**config.mk**
```make
export PLATFORM = sky130hd
export DESIGN_NAME = receiver_control_register_bank
export DESIGN_NICKNAME = d
export VERILOG_FILES = /design/src/logic/rx_ctrl_pkg.sv /design/src/logic/receiver_control_register_bank.sv
export SDC_FILE = /design/constraint.sdc
export NUM_CORES = 1
export LEC_CHECK = 0
export ABC_AREA = 1
export BUFFER_PORTS_ARGS = -buffer_cell sky130_fd_sc_hd__buf_2
export CORE_UTILIZATION = 35
export CTS_CLUSTER_DIAMETER = 40
export DETAILED_ROUTE_END_ITERATION = 8
export PLACE_DENSITY_LB_ADDON = 0.25
export SKIP_LAST_GASP = 1
export SLEW_MARGIN = 20
export SYNTH_ARGS = -nofsm -noshare
export SYNTH_HDL_FRONTEND = slang
export SYNTH_SLANG_ARGS = --single-unit
```
**constraint.sdc**
```tcl
create_clock -name clock -period 3.2 [get_ports clock]
set_input_delay 0.32 -clock clock [delete_from_list [all_inputs] [get_ports clock]]
set_output_delay 0.32 -clock clock [all_outputs]
set_load 0.05 [all_outputs]
```
**src/logic/rx_ctrl_pkg.sv**
```systemverilog
// Constants, field layout and carrier types of the receiver register bank.
// Assumes a 125 MHz system clock sampling a slow serial control port.
package rx_ctrl_pkg;
   localparam int unsigned CLK_PERIOD_PS = 8000;
   localparam int unsigned WAKE_UNIT_US = 120;
   localparam int unsigned WAKE_UNIT_CYC = WAKE_UNIT_US * 1000000 /
      CLK_PERIOD_PS;
   localparam int unsigned FRAME_BITS = 16;
   localparam logic [3:0] ADDR_POWER = 4'h0;
   localparam logic [3:0] ADDR_OPTIONS = 4'h1;
   localparam logic [3:0] ADDR_CONTROL = 4'h2;
   localparam logic [3:0] ADDR_DIVISOR = 4'h3;
   localparam logic [3:0] ADDR_SLEEP_HI = 4'h4;
   localparam logic [3:0] ADDR_SLEEP_LO = 4'h5;
   localparam logic [3:0] ADDR_HOST_WAKE = 4'h6;
   localparam logic [3:0] ADDR_SETTLE_HI = 4'h7;
   localparam logic [3:0] ADDR_SETTLE_LO = 4'h8;
   localparam logic [3:0] ADDR_STATUS = 4'h9;
   localparam logic [3:0] ADDR_DWELL = 4'ha;
   localparam logic [3:0] CMD_NOP = 4'h0;
   localparam logic [3:0] CMD_WRITE = 4'h1;
   localparam logic [3:0] CMD_READ = 4'h2;
   localparam logic [3:0] CMD_MASTER_RESET = 4'h3;
   localparam logic [7:0] RST_ZERO = 8'h00;
   localparam logic [7:0] RST_OPTIONS = 8'h40;
   localparam logic [7:0] RST_DWELL = 8'h0d;
   localparam logic [7:0] OPTIONS_MASK = 8'h7f;
   localparam logic [7:0] CONTROL_MASK = 8'h4f;
   localparam logic [7:0] DWELL_MASK = 8'h1f;
   localparam int unsigned BIT_POL_REQ = 1;
   localparam int unsigned BIT_FSK_REQ = 0;

   typedef struct packed {
      logic lowNoiseAmpEnable;
      logic gainControlEnable;
      logic mixerEnable;
      logic freqShiftBasebandEnable;
      logic freqShiftPeakEnable;
      logic ampShiftBasebandEnable;
      logic ampShiftPeakEnable;
      logic deepSleep;
   } power_s;

   typedef struct packed {
      logic unused7;
      logic highGainSelect;
      logic longCalibrationSelect;
      logic freqPinSerialOutEnable;
      logic ampPinSerialOutEnable;
      logic offPrescaleHigh;
      logic offPrescaleLow;
      logic dutyCycledReceiveSelect;
   } options_s;

   typedef struct packed {
      logic synthLocked;
      logic gainState;
      logic crystalRunning;
   } analog_status_s;

   typedef enum logic [2:0] {
      SEQ_IDLE = 3'h0,
      SEQ_OFF = 3'h1,
      SEQ_HOST_WAKE = 3'h3,
      SEQ_SETTLE = 3'h2,
      SEQ_CHECK = 3'h6,
      SEQ_ACTIVE = 3'h7
   } seq_e;
endpackage
```
**src/logic/receiver_control_register_bank.sv**
```systemverilog
// Register bank, serial control port and duty-cycle sequencer of the
// receiver. Assumes serial pins and analog status arrive asynchronously.
`timescale 1ns/1ps
module receiver_control_register_bank #(
   parameter int unsigned WAKE_UNIT_CYCLES = rx_ctrl_pkg::WAKE_UNIT_CYC,
   parameter int unsigned OFF_BASE0_CYCLES = 125,
   parameter int unsigned OFF_BASE1_CYCLES = 500,
   parameter int unsigned OFF_BASE2_CYCLES = 2000,
   parameter int unsigned OFF_BASE3_CYCLES = 8000,
   parameter int unsigned POL_CAL_CYCLES = 1000,
   parameter int unsigned FSK_CAL_SHORT_CYCLES = 500,
   parameter int unsigned FSK_CAL_LONG_CYCLES = 4000
) (
   input wire logic clock,
   input wire logic arst_n,
   input wire logic chipSelect_n,
   input wire logic serialClock,
   input wire logic dioIn,
   output logic dioOut,
   output logic dioOe_n,
   output logic freqSerialOut,
   output logic ampSerialOut,
   input wire rx_ctrl_pkg::analog_status_s analogStatus,
   output rx_ctrl_pkg::power_s modulePower,
   output logic peakDetectorsEnable,
   output logic dataOutputsEnable,
   output rx_ctrl_pkg::options_s deviceOptions,
   output logic gainLock,
   output logic freqPeakTrackingEnable,
   output logic ampPeakTrackingEnable,
   output logic [7:0] crystalDivisor,
   output logic [4:0] gainReleaseDwell,
   output logic pollingCalibrationBusy,
   output logic freqShiftCalibrationBusy
);
   import rx_ctrl_pkg::*;

   initial begin
      if (WAKE_UNIT_CYCLES < 1 || OFF_BASE0_CYCLES < 1 ||
         POL_CAL_CYCLES < 1 || FSK_CAL_SHORT_CYCLES < 1 ||
         FSK_CAL_LONG_CYCLES < 1 || WAKE_UNIT_CYCLES >= 2**24 ||
         OFF_BASE3_CYCLES >= 2**24 || FSK_CAL_LONG_CYCLES >= 2**24)
         $error("receiver_control_register_bank: bad timing parameter");
   end

   function automatic logic [23:0] to24(input int unsigned v);
      to24 = v[23:0];
   endfunction

   // Input synchronisers
   logic [1:0] csSync_ff, sclkSync_ff, dioSync_ff;
   analog_status_s anaMeta_ff, anaSync_ff;
   logic csPrev_ff, sclkPrev_ff;
   always_ff @(posedge clock or negedge arst_n) begin
      if (!arst_n) begin
         csSync_ff <= 2'h3;
         sclkSync_ff <= 2'h0;
         dioSync_ff <= 2'h0;
         anaMeta_ff <= 3'h0;
         anaSync_ff <= 3'h0;
         csPrev_ff <= 1'b1;
         sclkPrev_ff <= 1'b0;
      end else begin
         csSync_ff <= {csSync_ff[0], chipSelect_n};
         sclkSync_ff <= {sclkSync_ff[0], serialClock};
         dioSync_ff <= {dioSync_ff[0], dioIn};
         anaMeta_ff <= analogStatus;
         anaSync_ff <= anaMeta_ff;
         csPrev_ff <= csSync_ff[1];
         sclkPrev_ff <= sclkSync_ff[1];
      end
   end
   logic csHigh, dioHigh, frameStart, frameEnd, sclkRise, sclkFall;
   assign csHigh = csSync_ff[1];
   assign dioHigh = dioSync_ff[1];
   assign frameStart = csPrev_ff && !csHigh;
   assign frameEnd = !csPrev_ff && csHigh;
   assign sclkRise = !csHigh && sclkSync_ff[1] && !sclkPrev_ff;
   assign sclkFall = !csHigh && !sclkSync_ff[1] && sclkPrev_ff;

   // Serial frame capture
   logic [15:0] shiftIn_ff;
   logic [4:0] bitCnt_ff;
   logic readFrame_ff;
   logic [7:0] readShift_ff;
   logic masterReset_ff;
   always_ff @(posedge clock or negedge arst_n) begin
      if (!arst_n) begin
         shiftIn_ff <= 16'h0000;
         bitCnt_ff <= 5'h00;
      end else if (frameStart) begin
         bitCnt_ff <= 5'h00;
      end else if (sclkRise && bitCnt_ff < 5'(FRAME_BITS)) begin
         shiftIn_ff <= {shiftIn_ff[14:0], dioHigh};
         bitCnt_ff <= bitCnt_ff + 5'h01;
      end
   end
   logic frameDone;
   logic [3:0] frameCmd, frameAddr;
   logic [7:0] frameData;
   assign frameDone = frameEnd && !readFrame_ff &&
      bitCnt_ff == 5'(FRAME_BITS);
   assign frameCmd = shiftIn_ff[15:12];
   assign frameAddr = shiftIn_ff[11:8];
   assign frameData = shiftIn_ff[7:0];
   logic regWrite;
   assign regWrite = frameDone && frameCmd == CMD_WRITE &&
      !masterReset_ff;

   // Master reset holds while chip select stays high
   always_ff @(posedge clock or negedge arst_n) begin
      if (!arst_n)
         masterReset_ff <= 1'b0;
      else if (frameDone && frameCmd == CMD_MASTER_RESET)
         masterReset_ff <= 1'b1;
      else if (!csHigh)
         masterReset_ff <= 1'b0;
   end

   // Registers
   power_s power_ff;
   options_s options_ff;
   logic [7:0] control_ff, divisor_ff, sleepHi_ff, sleepLo_ff;
   logic [7:0] hostWake_ff, settleHi_ff, settleLo_ff, dwell_ff;
   logic polDone_ff, fskDone_ff, polFinish, fskFinish;
   always_ff @(posedge clock or negedge arst_n) begin
      if (!arst_n) begin
         power_ff <= RST_ZERO;
         options_ff <= RST_OPTIONS;
         divisor_ff <= RST_ZERO;
         sleepHi_ff <= RST_ZERO;
         sleepLo_ff <= RST_ZERO;
         hostWake_ff <= RST_ZERO;
         settleHi_ff <= RST_ZERO;
         settleLo_ff <= RST_ZERO;
         dwell_ff <= RST_DWELL;
      end else if (masterReset_ff) begin
         power_ff <= RST_ZERO;
         options_ff <= RST_OPTIONS;
         divisor_ff <= RST_ZERO;
         sleepHi_ff <= RST_ZERO;
         sleepLo_ff <= RST_ZERO;
         hostWake_ff <= RST_ZERO;
         settleHi_ff <= RST_ZERO;
         settleLo_ff <= RST_ZERO;
         dwell_ff <= RST_DWELL;
      end else if (regWrite) begin
         unique case (frameAddr)
            ADDR_POWER: power_ff <= frameData;
            ADDR_OPTIONS: options_ff <= frameData & OPTIONS_MASK;
            ADDR_DIVISOR: divisor_ff <= frameData;
            ADDR_SLEEP_HI: sleepHi_ff <= frameData;
            ADDR_SLEEP_LO: sleepLo_ff <= frameData;
            ADDR_HOST_WAKE: hostWake_ff <= frameData;
            ADDR_SETTLE_HI: settleHi_ff <= frameData;
            ADDR_SETTLE_LO: settleLo_ff <= frameData;
            ADDR_DWELL: dwell_ff <= frameData;
            default: ;
         endcase
      end
   end

   // Control register: a host write of a request wins over completion
   always_ff @(posedge clock or negedge arst_n) begin
      if (!arst_n)
         control_ff <= RST_ZERO;
      else if (masterReset_ff)
         control_ff <= RST_ZERO;
      else if (regWrite && frameAddr == ADDR_CONTROL)
         control_ff <= frameData & CONTROL_MASK;
      else begin
         if (polFinish)
            control_ff[BIT_POL_REQ] <= 1'b0;
         if (fskFinish)
            control_ff[BIT_FSK_REQ] <= 1'b0;
      end
   end

   // Duty-cycle sequencer
   seq_e seq_ff;
   logic autoCal;
   logic [23:0] unitCnt_ff, unitLen;
   logic [15:0] stepCnt_ff;
   logic unitTick;
   logic [1:0] prescale;
   assign prescale = {options_ff.offPrescaleHigh, options_ff.offPrescaleLow};
   always_comb begin
      if (seq_ff == SEQ_OFF) begin
         unique case (prescale)
            2'h0: unitLen = to24(OFF_BASE0_CYCLES);
            2'h1: unitLen = to24(OFF_BASE1_CYCLES);
            2'h2: unitLen = to24(OFF_BASE2_CYCLES);
            2'h3: unitLen = to24(OFF_BASE3_CYCLES);
         endcase
      end else
         unitLen = to24(WAKE_UNIT_CYCLES);
   end
   assign unitTick = unitCnt_ff + 24'h000001 >= unitLen;

   logic drxOn, seqStart;
   assign drxOn = options_ff.dutyCycledReceiveSelect && !masterReset_ff;
   assign seqStart = csHigh && dioHigh;
   logic [15:0] sleepCount, settleCount;
   assign sleepCount = {sleepHi_ff, sleepLo_ff};
   assign settleCount = {settleHi_ff, settleLo_ff};
   logic [1:0] checkCnt_ff;

   always_ff @(posedge clock or negedge arst_n) begin
      if (!arst_n) begin
         seq_ff <= SEQ_IDLE;
         unitCnt_ff <= 24'h000000;
         stepCnt_ff <= 16'h0000;
         checkCnt_ff <= 2'h0;
      end else if (!drxOn) begin
         seq_ff <= SEQ_IDLE;
         unitCnt_ff <= 24'h000000;
         stepCnt_ff <= 16'h0000;
      end else begin
         unitCnt_ff <= unitTick ? 24'h000000 : unitCnt_ff + 24'h000001;
         if (unitTick)
            stepCnt_ff <= stepCnt_ff + 16'h0001;
         unique case (seq_ff)
            SEQ_IDLE: begin
               unitCnt_ff <= 24'h000000;
               stepCnt_ff <= 16'h0000;
               if (seqStart)
                  seq_ff <= SEQ_OFF;
            end
            SEQ_OFF: begin
               if (stepCnt_ff >= sleepCount) begin
                  seq_ff <= SEQ_HOST_WAKE;
                  unitCnt_ff <= 24'h000000;
                  stepCnt_ff <= 16'h0000;
               end
            end
            SEQ_HOST_WAKE: begin
               if (stepCnt_ff >= {8'h00, hostWake_ff}) begin
                  seq_ff <= SEQ_SETTLE;
                  unitCnt_ff <= 24'h000000;
                  stepCnt_ff <= 16'h0000;
               end
            end
            SEQ_SETTLE: begin
               if (stepCnt_ff >= settleCount) begin
                  seq_ff <= SEQ_CHECK;
                  checkCnt_ff <= 2'h0;
               end
            end
            SEQ_CHECK: begin
               // Let the released line settle through the synchroniser
               checkCnt_ff <= checkCnt_ff + 2'h1;
               if (checkCnt_ff == 2'h3) begin
                  unitCnt_ff <= 24'h000000;
                  stepCnt_ff <= 16'h0000;
                  seq_ff <= dioHigh ? SEQ_OFF : SEQ_ACTIVE;
               end
            end
            SEQ_ACTIVE: begin
               if (seqStart) begin
                  seq_ff <= SEQ_OFF;
                  unitCnt_ff <= 24'h000000;
                  stepCnt_ff <= 16'h0000;
               end
            end
            default: seq_ff <= SEQ_IDLE;
         endcase
      end
   end
   assign autoCal = seq_ff == SEQ_HOST_WAKE &&
      stepCnt_ff >= {8'h00, hostWake_ff} && drxOn;

   // Calibration engines
   logic polPend_ff, fskPend_ff;
   logic [23:0] polCnt_ff, fskCnt_ff, fskLen;
   logic polRun, fskRun;
   assign fskLen = options_ff.longCalibrationSelect ?
      to24(FSK_CAL_LONG_CYCLES) : to24(FSK_CAL_SHORT_CYCLES);
   assign polRun = control_ff[BIT_POL_REQ] || polPend_ff;
   assign fskRun = control_ff[BIT_FSK_REQ] || fskPend_ff;
   assign polFinish = polRun && polCnt_ff + 24'h000001 >=
      to24(POL_CAL_CYCLES);
   assign fskFinish = fskRun && fskCnt_ff + 24'h000001 >= fskLen;
   always_ff @(posedge clock or negedge arst_n) begin
      if (!arst_n) begin
         polPend_ff <= 1'b0;
         fskPend_ff <= 1'b0;
         polCnt_ff <= 24'h000000;
         fskCnt_ff <= 24'h000000;
      end else if (masterReset_ff) begin
         polPend_ff <= 1'b0;
         fskPend_ff <= 1'b0;
         polCnt_ff <= 24'h000000;
         fskCnt_ff <= 24'h000000;
      end else begin
         if (autoCal)
            polPend_ff <= 1'b1;
         else if (polFinish)
            polPend_ff <= 1'b0;
         if (autoCal && power_ff.freqShiftBasebandEnable)
            fskPend_ff <= 1'b1;
         else if (fskFinish)
            fskPend_ff <= 1'b0;
         polCnt_ff <= (polRun && !polFinish) ? polCnt_ff + 24'h000001 :
            24'h000000;
         fskCnt_ff <= (fskRun && !fskFinish) ? fskCnt_ff + 24'h000001 :
            24'h000000;
      end
   end

   // Done flags: completion wins over the clear by a new request
   always_ff @(posedge clock or negedge arst_n) begin
      if (!arst_n) begin
         polDone_ff <= 1'b0;
         fskDone_ff <= 1'b0;
      end else begin
         if (polFinish)
            polDone_ff <= 1'b1;
         else if (masterReset_ff || (polRun && polCnt_ff == 24'h000000))
            polDone_ff <= 1'b0;
         if (fskFinish)
            fskDone_ff <= 1'b1;
         else if (masterReset_ff || (fskRun && fskCnt_ff == 24'h000000))
            fskDone_ff <= 1'b0;
      end
   end

   // Read path
   logic [7:0] readValue;
   always_comb begin
      unique case (frameAddr)
         ADDR_POWER: readValue = power_ff;
         ADDR_OPTIONS: readValue = options_ff;
         ADDR_CONTROL: readValue = control_ff;
         ADDR_DIVISOR: readValue = divisor_ff;
         ADDR_SLEEP_HI: readValue = sleepHi_ff;
         ADDR_SLEEP_LO: readValue = sleepLo_ff;
         ADDR_HOST_WAKE: readValue = hostWake_ff;
         ADDR_SETTLE_HI: readValue = settleHi_ff;
         ADDR_SETTLE_LO: readValue = settleLo_ff;
         ADDR_STATUS: readValue = {anaSync_ff, 3'h0, polDone_ff,
            fskDone_ff};
         ADDR_DWELL: readValue = dwell_ff;
         default: readValue = 8'h00;
      endcase
   end
   logic readArmed_ff;
   always_ff @(posedge clock or negedge arst_n) begin
      if (!arst_n) begin
         readArmed_ff <= 1'b0;
         readFrame_ff <= 1'b0;
         readShift_ff <= 8'h00;
      end else begin
         if (frameDone && frameCmd == CMD_READ) begin
            readArmed_ff <= 1'b1;
            readShift_ff <= readValue;
         end else if (frameStart && readArmed_ff) begin
            readArmed_ff <= 1'b0;
            readFrame_ff <= 1'b1;
         end else if (frameEnd)
            readFrame_ff <= 1'b0;
         else if (readFrame_ff && sclkFall)
            readShift_ff <= {readShift_ff[6:0], 1'b0};
      end
   end

   // Pin drivers
   logic fourWire;
   assign fourWire = options_ff.freqPinSerialOutEnable ||
      options_ff.ampPinSerialOutEnable;
   always_ff @(posedge clock or negedge arst_n) begin
      if (!arst_n) begin
         dioOut <= 1'b1;
         dioOe_n <= 1'b1;
         freqSerialOut <= 1'b0;
         ampSerialOut <= 1'b0;
      end else begin
         freqSerialOut <= readFrame_ff &&
            options_ff.freqPinSerialOutEnable && readShift_ff[7];
         ampSerialOut <= readFrame_ff &&
            options_ff.ampPinSerialOutEnable && readShift_ff[7];
         if (readFrame_ff && !fourWire && !csHigh) begin
            dioOut <= readShift_ff[7];
            dioOe_n <= 1'b0;
         end else if (seq_ff == SEQ_HOST_WAKE || seq_ff == SEQ_SETTLE) begin
            dioOut <= 1'b0;
            dioOe_n <= 1'b0;
         end else begin
            dioOut <= 1'b1;
            dioOe_n <= 1'b1;
         end
      end
   end

   // Module power as seen by the analog sections
   logic awake, settled;
   assign awake = !drxOn || seq_ff == SEQ_SETTLE || seq_ff == SEQ_CHECK ||
      seq_ff == SEQ_ACTIVE;
   assign settled = !drxOn || seq_ff == SEQ_ACTIVE;
   always_ff @(posedge clock or negedge arst_n) begin
      if (!arst_n) begin
         modulePower <= RST_ZERO;
         peakDetectorsEnable <= 1'b0;
         dataOutputsEnable <= 1'b0;
      end else begin
         modulePower <= awake ? power_ff : RST_ZERO;
         if (drxOn && !awake)
            modulePower.deepSleep <= 1'b1;
         if (awake && !settled) begin
            modulePower.freqShiftPeakEnable <= 1'b0;
            modulePower.ampShiftPeakEnable <= 1'b0;
         end
         peakDetectorsEnable <= settled && !power_ff.deepSleep;
         dataOutputsEnable <= settled && !power_ff.deepSleep;
      end
   end

   assign deviceOptions = options_ff;
   assign gainLock = control_ff[6];
   assign freqPeakTrackingEnable = control_ff[3];
   assign ampPeakTrackingEnable = control_ff[2];
   assign crystalDivisor = divisor_ff;
   assign gainReleaseDwell = dwell_ff[4:0] & DWELL_MASK[4:0];
   assign pollingCalibrationBusy = polRun;
   assign freqShiftCalibrationBusy = fskRun;
endmodule

```
== Word level (Yosys, flattened, before mapping) ==
Cells that the tools add are included.

* $add $sub $neg: 6
* $mul: 0
* Divide/modulo/power cells: 0
* Magnitude comparators: 7
* Equality and inequality tests: 32
* Shifts and indexed selects: 0
* Mux-type cells: 91
* Bitwise operators: 2
* Reductions and logical operators: 101

{| class="wikitable"
|+ Operator list
! kind !! number
|-
| $mux W24 || 11
|-
| $mux W8 || 33
|-
| $pmux W24 S5 || 1
|-
| $mux W16 || 6
|-
| $pmux W24 S4 || 1
|-
| $pmux W8 S11 || 1
|-
| $pmux W16 S5 || 1
|-
| $add A24 B1 Y24 const B || 3
|-
| $logic_not A24 Y1 || 2
|-
| $logic_and A1 B1 Y1 || 36
|-
| $reduce_bool A2 Y1 || 18
|-
| $ge A16 B16 Y1 || 2
|-
| $ge A24 B10 Y1 const B || 1
|-
| $ge A24 B12 Y1 || 1
|-
| $ge A24 B24 Y1 || 1
|-
| $mux W1 || 22
|-
| $reduce_and A2 Y1 || 11
|-
| $mux W3 || 7
|-
| $add A16 B1 Y16 const B || 1
|-
| $eq A4 B2 Y1 const B || 4
|-
| $eq A4 B3 Y1 const B || 4
|-
| $ge A16 B8 Y1 || 1
|-
| $pmux W3 S5 || 1
|-
| $logic_not A1 Y1 || 13
|-
| 29 further kinds || 57
|}

* Register bits after elaboration: 236
* Latch bits: 0
* Bits in writable memories: 0
* Bits in read-only memories: 0
* Logic and storage cells: 305
* Memories: 0

== Depth between registers and ports, before layout ==
* Depth in word-level cells: 9
* Depth in mapped cells: 19
* Gate-level depth less buffers: 18

== Least setup slack after synthesis ==
OpenSTA, ideal clock, no wires.

* Path kind: register -> register
* Start point: register unitCnt_ff[0]
* End point: register stepCnt_ff[6]
* Arrival: 2.617 ns
* Required time: 3.068 ns
* Slack: 0.451 ns
* Stages on the path, launching flop included: 18
* Buffers on the path: 1
* Cell sequence: dfrtp_1 -> ha_1 -> nand2_1 -> nor2_2 -> nand2_1 -> nor2_2 -> xnor2_1 -> inv_1 -> ha_1 -> nand2_1 -> o21a_1 -> a21oi_1 -> nor2_8 -> nand3_4 -> buf_2 -> nand2_1 -> nand2_1 -> nor2_1

* Cells in the longest elaborated chain, start to end: 6

{| class="wikitable"
|+ RTL lines
! item !! line !! source
|-
| start: declaration || receiver_control_register_bank.sv:182 || <nowiki>logic [23:0] unitCnt_ff, unitLen;</nowiki>
|-
| start signal: assignment || receiver_control_register_bank.sv:219 || <nowiki>unitCnt_ff <= unitTick ? 24'h000000 : unitCnt_ff + 24'h000001;</nowiki>
|-
| $add A24 B1 Y24 (*) || receiver_control_register_bank.sv:198 || <nowiki>assign unitTick = unitCnt_ff + 24'h000001 >= unitLen;</nowiki>
|-
| $ge A24 B24 Y1 (*) || receiver_control_register_bank.sv:198 ||
|-
| $mux W16 (*) || receiver_control_register_bank.sv:220 || <nowiki>if (unitTick)</nowiki>
|-
| $mux W16, on equally long branches || - ||
|-
| $pmux W16 S5 (*) || receiver_control_register_bank.sv:222 || <nowiki>unique case (seq_ff)</nowiki>
|-
| $mux W16 (*) || receiver_control_register_bank.sv:214 || <nowiki>end else if (!drxOn) begin</nowiki>
|-
| end signal: assignment || receiver_control_register_bank.sv:221 || <nowiki>stepCnt_ff <= stepCnt_ff + 16'h0001;</nowiki>
|-
| end: declaration || receiver_control_register_bank.sv:183 || <nowiki>logic [15:0] stepCnt_ff;</nowiki>
|}

Every way passes the cells marked *; elsewhere a longest branch is shown, timed or not.
A chain may end at the register's enable or synchronous reset.

== Worst setup path in the final report ==
* Start point: register unitCnt_ff[4]
* End point: register stepCnt_ff[10]

Same word-level chain as after synthesis.

==> flow_summary_export.csv <==
group,metric,value,unit
power,power,7.80,mW
cts,cts-htree-levels,2,
placed_design,io_buffers,46,
routing,via_per_inst,4.94,
min_path,hold_path_class,"flop to flop",
sta,worst_pin_slew,1.07,ns
routing,dr.pass1.iters,4,
status,status,"finished, final reports clean",
global_routing,grt_pass1_wl,59700,um
sta,whs,0.337,ns
cts,clk_latency,0.56,ns
setup_path,critPathKind,"flop to flop",
setup_path,end_kind,"flop",
die,fp.dieH,195,um
logic_synthesis,syn-cell-area,0.0130,sq mm
die,start_util,0.355,
routing,wl_per_cell,16.0,um
power,leakagePower,7.26,nW
die,rows,70,
setup_path,critPathLaunchType,"flop",
cts,max-clock-path-buffers,3,
die,die_w,195,um
sta,drv_slew,0,
logic_synthesis,synth_cells,1667,
setup_path,path_cells,"nand2_1 > nor2_2 > nand2_2 > inv_1 > nand3_1 > nor2_1 > xnor2_1 > inv_1 > ha_1 > a21o_1 > nor2_2 > nand3_2 > nor2_8 > nand3_4 > buf_4 > nand2_1 > nand2_1 > nor2_1",
setup_path,cp_slowest_cell,"dfrtp_1",
job,max-cap-violations,0,
setup_path,slowest_delay,0.41,ns
routing,num_vias,11300,
die,io_pins,48,
placed_design,globalplace.congestion,0.936,
sta,setup_viol,0,
sta,rsz0062_at_grt,"true",
routing,drt_iter0_markers,879,
die,die_area,0.0379,sq mm
logic_synthesis,yosysMostFrequentCell,"nand2_1",
finish,antenna_cells,0,
logic_synthesis,synth_cell_types,52,
finish,fin_util,0.423,
sta,skew,0.0313,ns
power,ir_drop,407,uV
global_routing,grtUsageTotal,0.200,
cts,root_buffer,"clkbuf_16",
routing,totalWireLength,36700,um
cts,cts_buffers,42,
sta,max_freq,346,MHz
global_routing,grt_max_degree,103,
sta,hold_violations,0,
finish,drive_above_1_share,0.0983,
setup_path,cp_common_cell,"nand2_1",
logic_synthesis,synth_edf_count,0,
sta,slew_headroom,0.287,
logic_synthesis,synth_async_sr_flop_share,1.00,
logic_synthesis,syn_avg_cell_area,7.80,sq um
routing,drcViolationCount,0,
die,design.core.area,0.0366,sq mm
cts,path_clk_slew,0.05,ns
logic_synthesis,synth_area_leader_cell,"dfrtp_1",
routing,ant_nets,0,
placed_design,dp_hpwl,27400,um
logic_synthesis,ys_seq_elements,232,
sta,worst_slack,0.308,ns
global_routing,grt_pass1_vias,11200,
setup_path,crit_path_max_fanout,9,
logic_synthesis,yosysSeqAreaShare,0.447,
setup_path,cp.required,3.66,ns
logic_synthesis,synth_area_leaders,"dfrtp_1 (43%), nand2_1 (12%), ha_1 (7.1%)",
power,power_density,504,mW/mm^2
logic_synthesis,synth.top_cell.area_share,0.429,
sta,period_minus_slack,2.89,ns
cts,cts_setup_buffers,0,
setup_path,cp.arrival,3.36,ns
cts,clock-sinks,232,
logic_synthesis,synthFlopType,"dfrtp_1",
finish,layout.nets,1871,
global_routing,grt_overflow_total,0,
placed_design,preCtsSetupSlack,0.231,ns
global_routing,antenna_found_initial,0,
logic_synthesis,synthTopCellsByCount,"nand2_1 (412), inv_1 (225), dfrtp_1 (223)",
cts,cts_tree,"yes",
finish,syn_to_final_growth,19.2,%
sta,final.period_utilization,0.904,
logic_synthesis,ys_warn_count,0,
==> logic make-up (layout without fill, tap and decap cells) <==
group	count (synthesis)	after routing	synth area share
AO/OA/AOI/OAI	219	219	0.0939
XOR/XNOR	56	56	0.0377
adder cells (fa/ha/maj)	74	74	0.0712
buffers and inverters	259	377	0.0783
flip-flops	232	232	0.447
other	1	37	0.000288
AND/OR/NAND/NOR	826	826	0.271
==> report_power, final <==
part | total, mW | leakage, nW | switching (mW) | internal, mW
Combinational | 0.267 | 3.47 | 0.209 | 0.0577
Sequential | 3.04 | 3.09 | 0.0549 | 2.99
Clock | 4.49 | 0.699 | 1.64 | 2.85
==> metal layers <==
metal	wire length [um]	vias to the layer above	track usage
li1	-	5620	-
met4	1120	0	0.0847
met5	0	-	0
met3	2400	67	0.0448
met1	17400	5314	0.275
met2	15800	318	0.301
==> sequential cells by signal (all words and copies together) (netlist names), 5 cells and up <==
signal and flops:
modulePower 8, crystalDivisor 8, dwell_ff 8, deviceOptions 7, settleHi_ff 8, polCnt_ff 24, unitCnt_ff 24, hostWake_ff 8
fskCnt_ff 24, power_ff 8, settleLo_ff 8, control_ff 5, stepCnt_ff 16, sleepHi_ff 8, sleepLo_ff 8, readShift_ff 8
bitCnt_ff 5, shiftIn_ff 16
==> worst paths after layout <==
kind                       depth (start not counted)  slack (ns)        endpoint          start
setup / recovery                                  18        0.31  stepCnt_ff[10]  unitCnt_ff[4]
hold / removal                                     0        0.34   anaSync_ff[0]  anaMeta_ff[0]
setup reg to reg                                  18        0.31  stepCnt_ff[10]  unitCnt_ff[4]
hold reg to reg                                    0        0.34   anaSync_ff[0]  anaMeta_ff[0]
max in group asynchronous                          3        1.85       csPrev_ff         arst_n
min in group asynchronous                          2        0.40   unitCnt_ff[6]         arst_n
==> cell usage in the layout, fill, tap and decap left out, drive strengths merged, types with 3 or more instances in the layout <==
master       netlist  routed
a211oi             4       4
a21o               3       3
a21oi             40      40
a221oi             6       6
a31oi              4       4
buf               16      65
bufinv             0       3
clkbuf            14      52
clkinv             4      10
conb               1      37
dfrtp            223     223
dfstp              9       9
dlygate4sd3        0       7
ha                74      74
inv              225     239
nand2            413     413
nand3            104     104
nand3b             5       5
nand4             36      36
nor2             218     218
nor3              33      33
nor4              14      14
o21a               3       3
o21ai            128     128
o22ai             16      16
xnor2             14      14
xor2              42      42
==> cell type report <==
class                   instances  area [sq um]
clock inverters                24           273
well taps                     468           586
fillers                      3745         21100
multi-input cells            1212          6340
flip-flops and latches        232          5820
inverters                     229           861
clock buffers                  52          1150
repair buffers                 72           465
==> repair_timing <==
action,CTS,global route
endpoints found under the setup margin,0,42
gates resized for setup,0,5
hold endpoints to repair,100,0
hold buffers,7,0
==> through the flow <==
| step | instances | setup TNS (ns) | cell area [sq um] |
|---|---|---|---|
| 2_1_floorplan | 1703 | 0 | 13100 |
| 3_3_place_gp | 2206 | 0 | 14000 |
| 3_5_place_dp | 2206 | 0 | 14000 |
| 4_1_cts | 2289 | 0 | 15500 |
| 6_report | 2289 | 0 | 15500 |
| 5_1_grt | 2289 | -0.0395 | 15500 |
==> worst max-delay path: cells and delay by family (launching register included) <==
kind,cells,cell delay [ns]
buffers and inverters,3,0.41
flip-flops,1,0.41
adder cells (fa/ha/maj),1,0.29
AO/OA/AOI/OAI,1,0.21
XOR/XNOR,1,0.13
AND/OR/NAND/NOR,12,1.36
(Power assumes the default switching activity.)
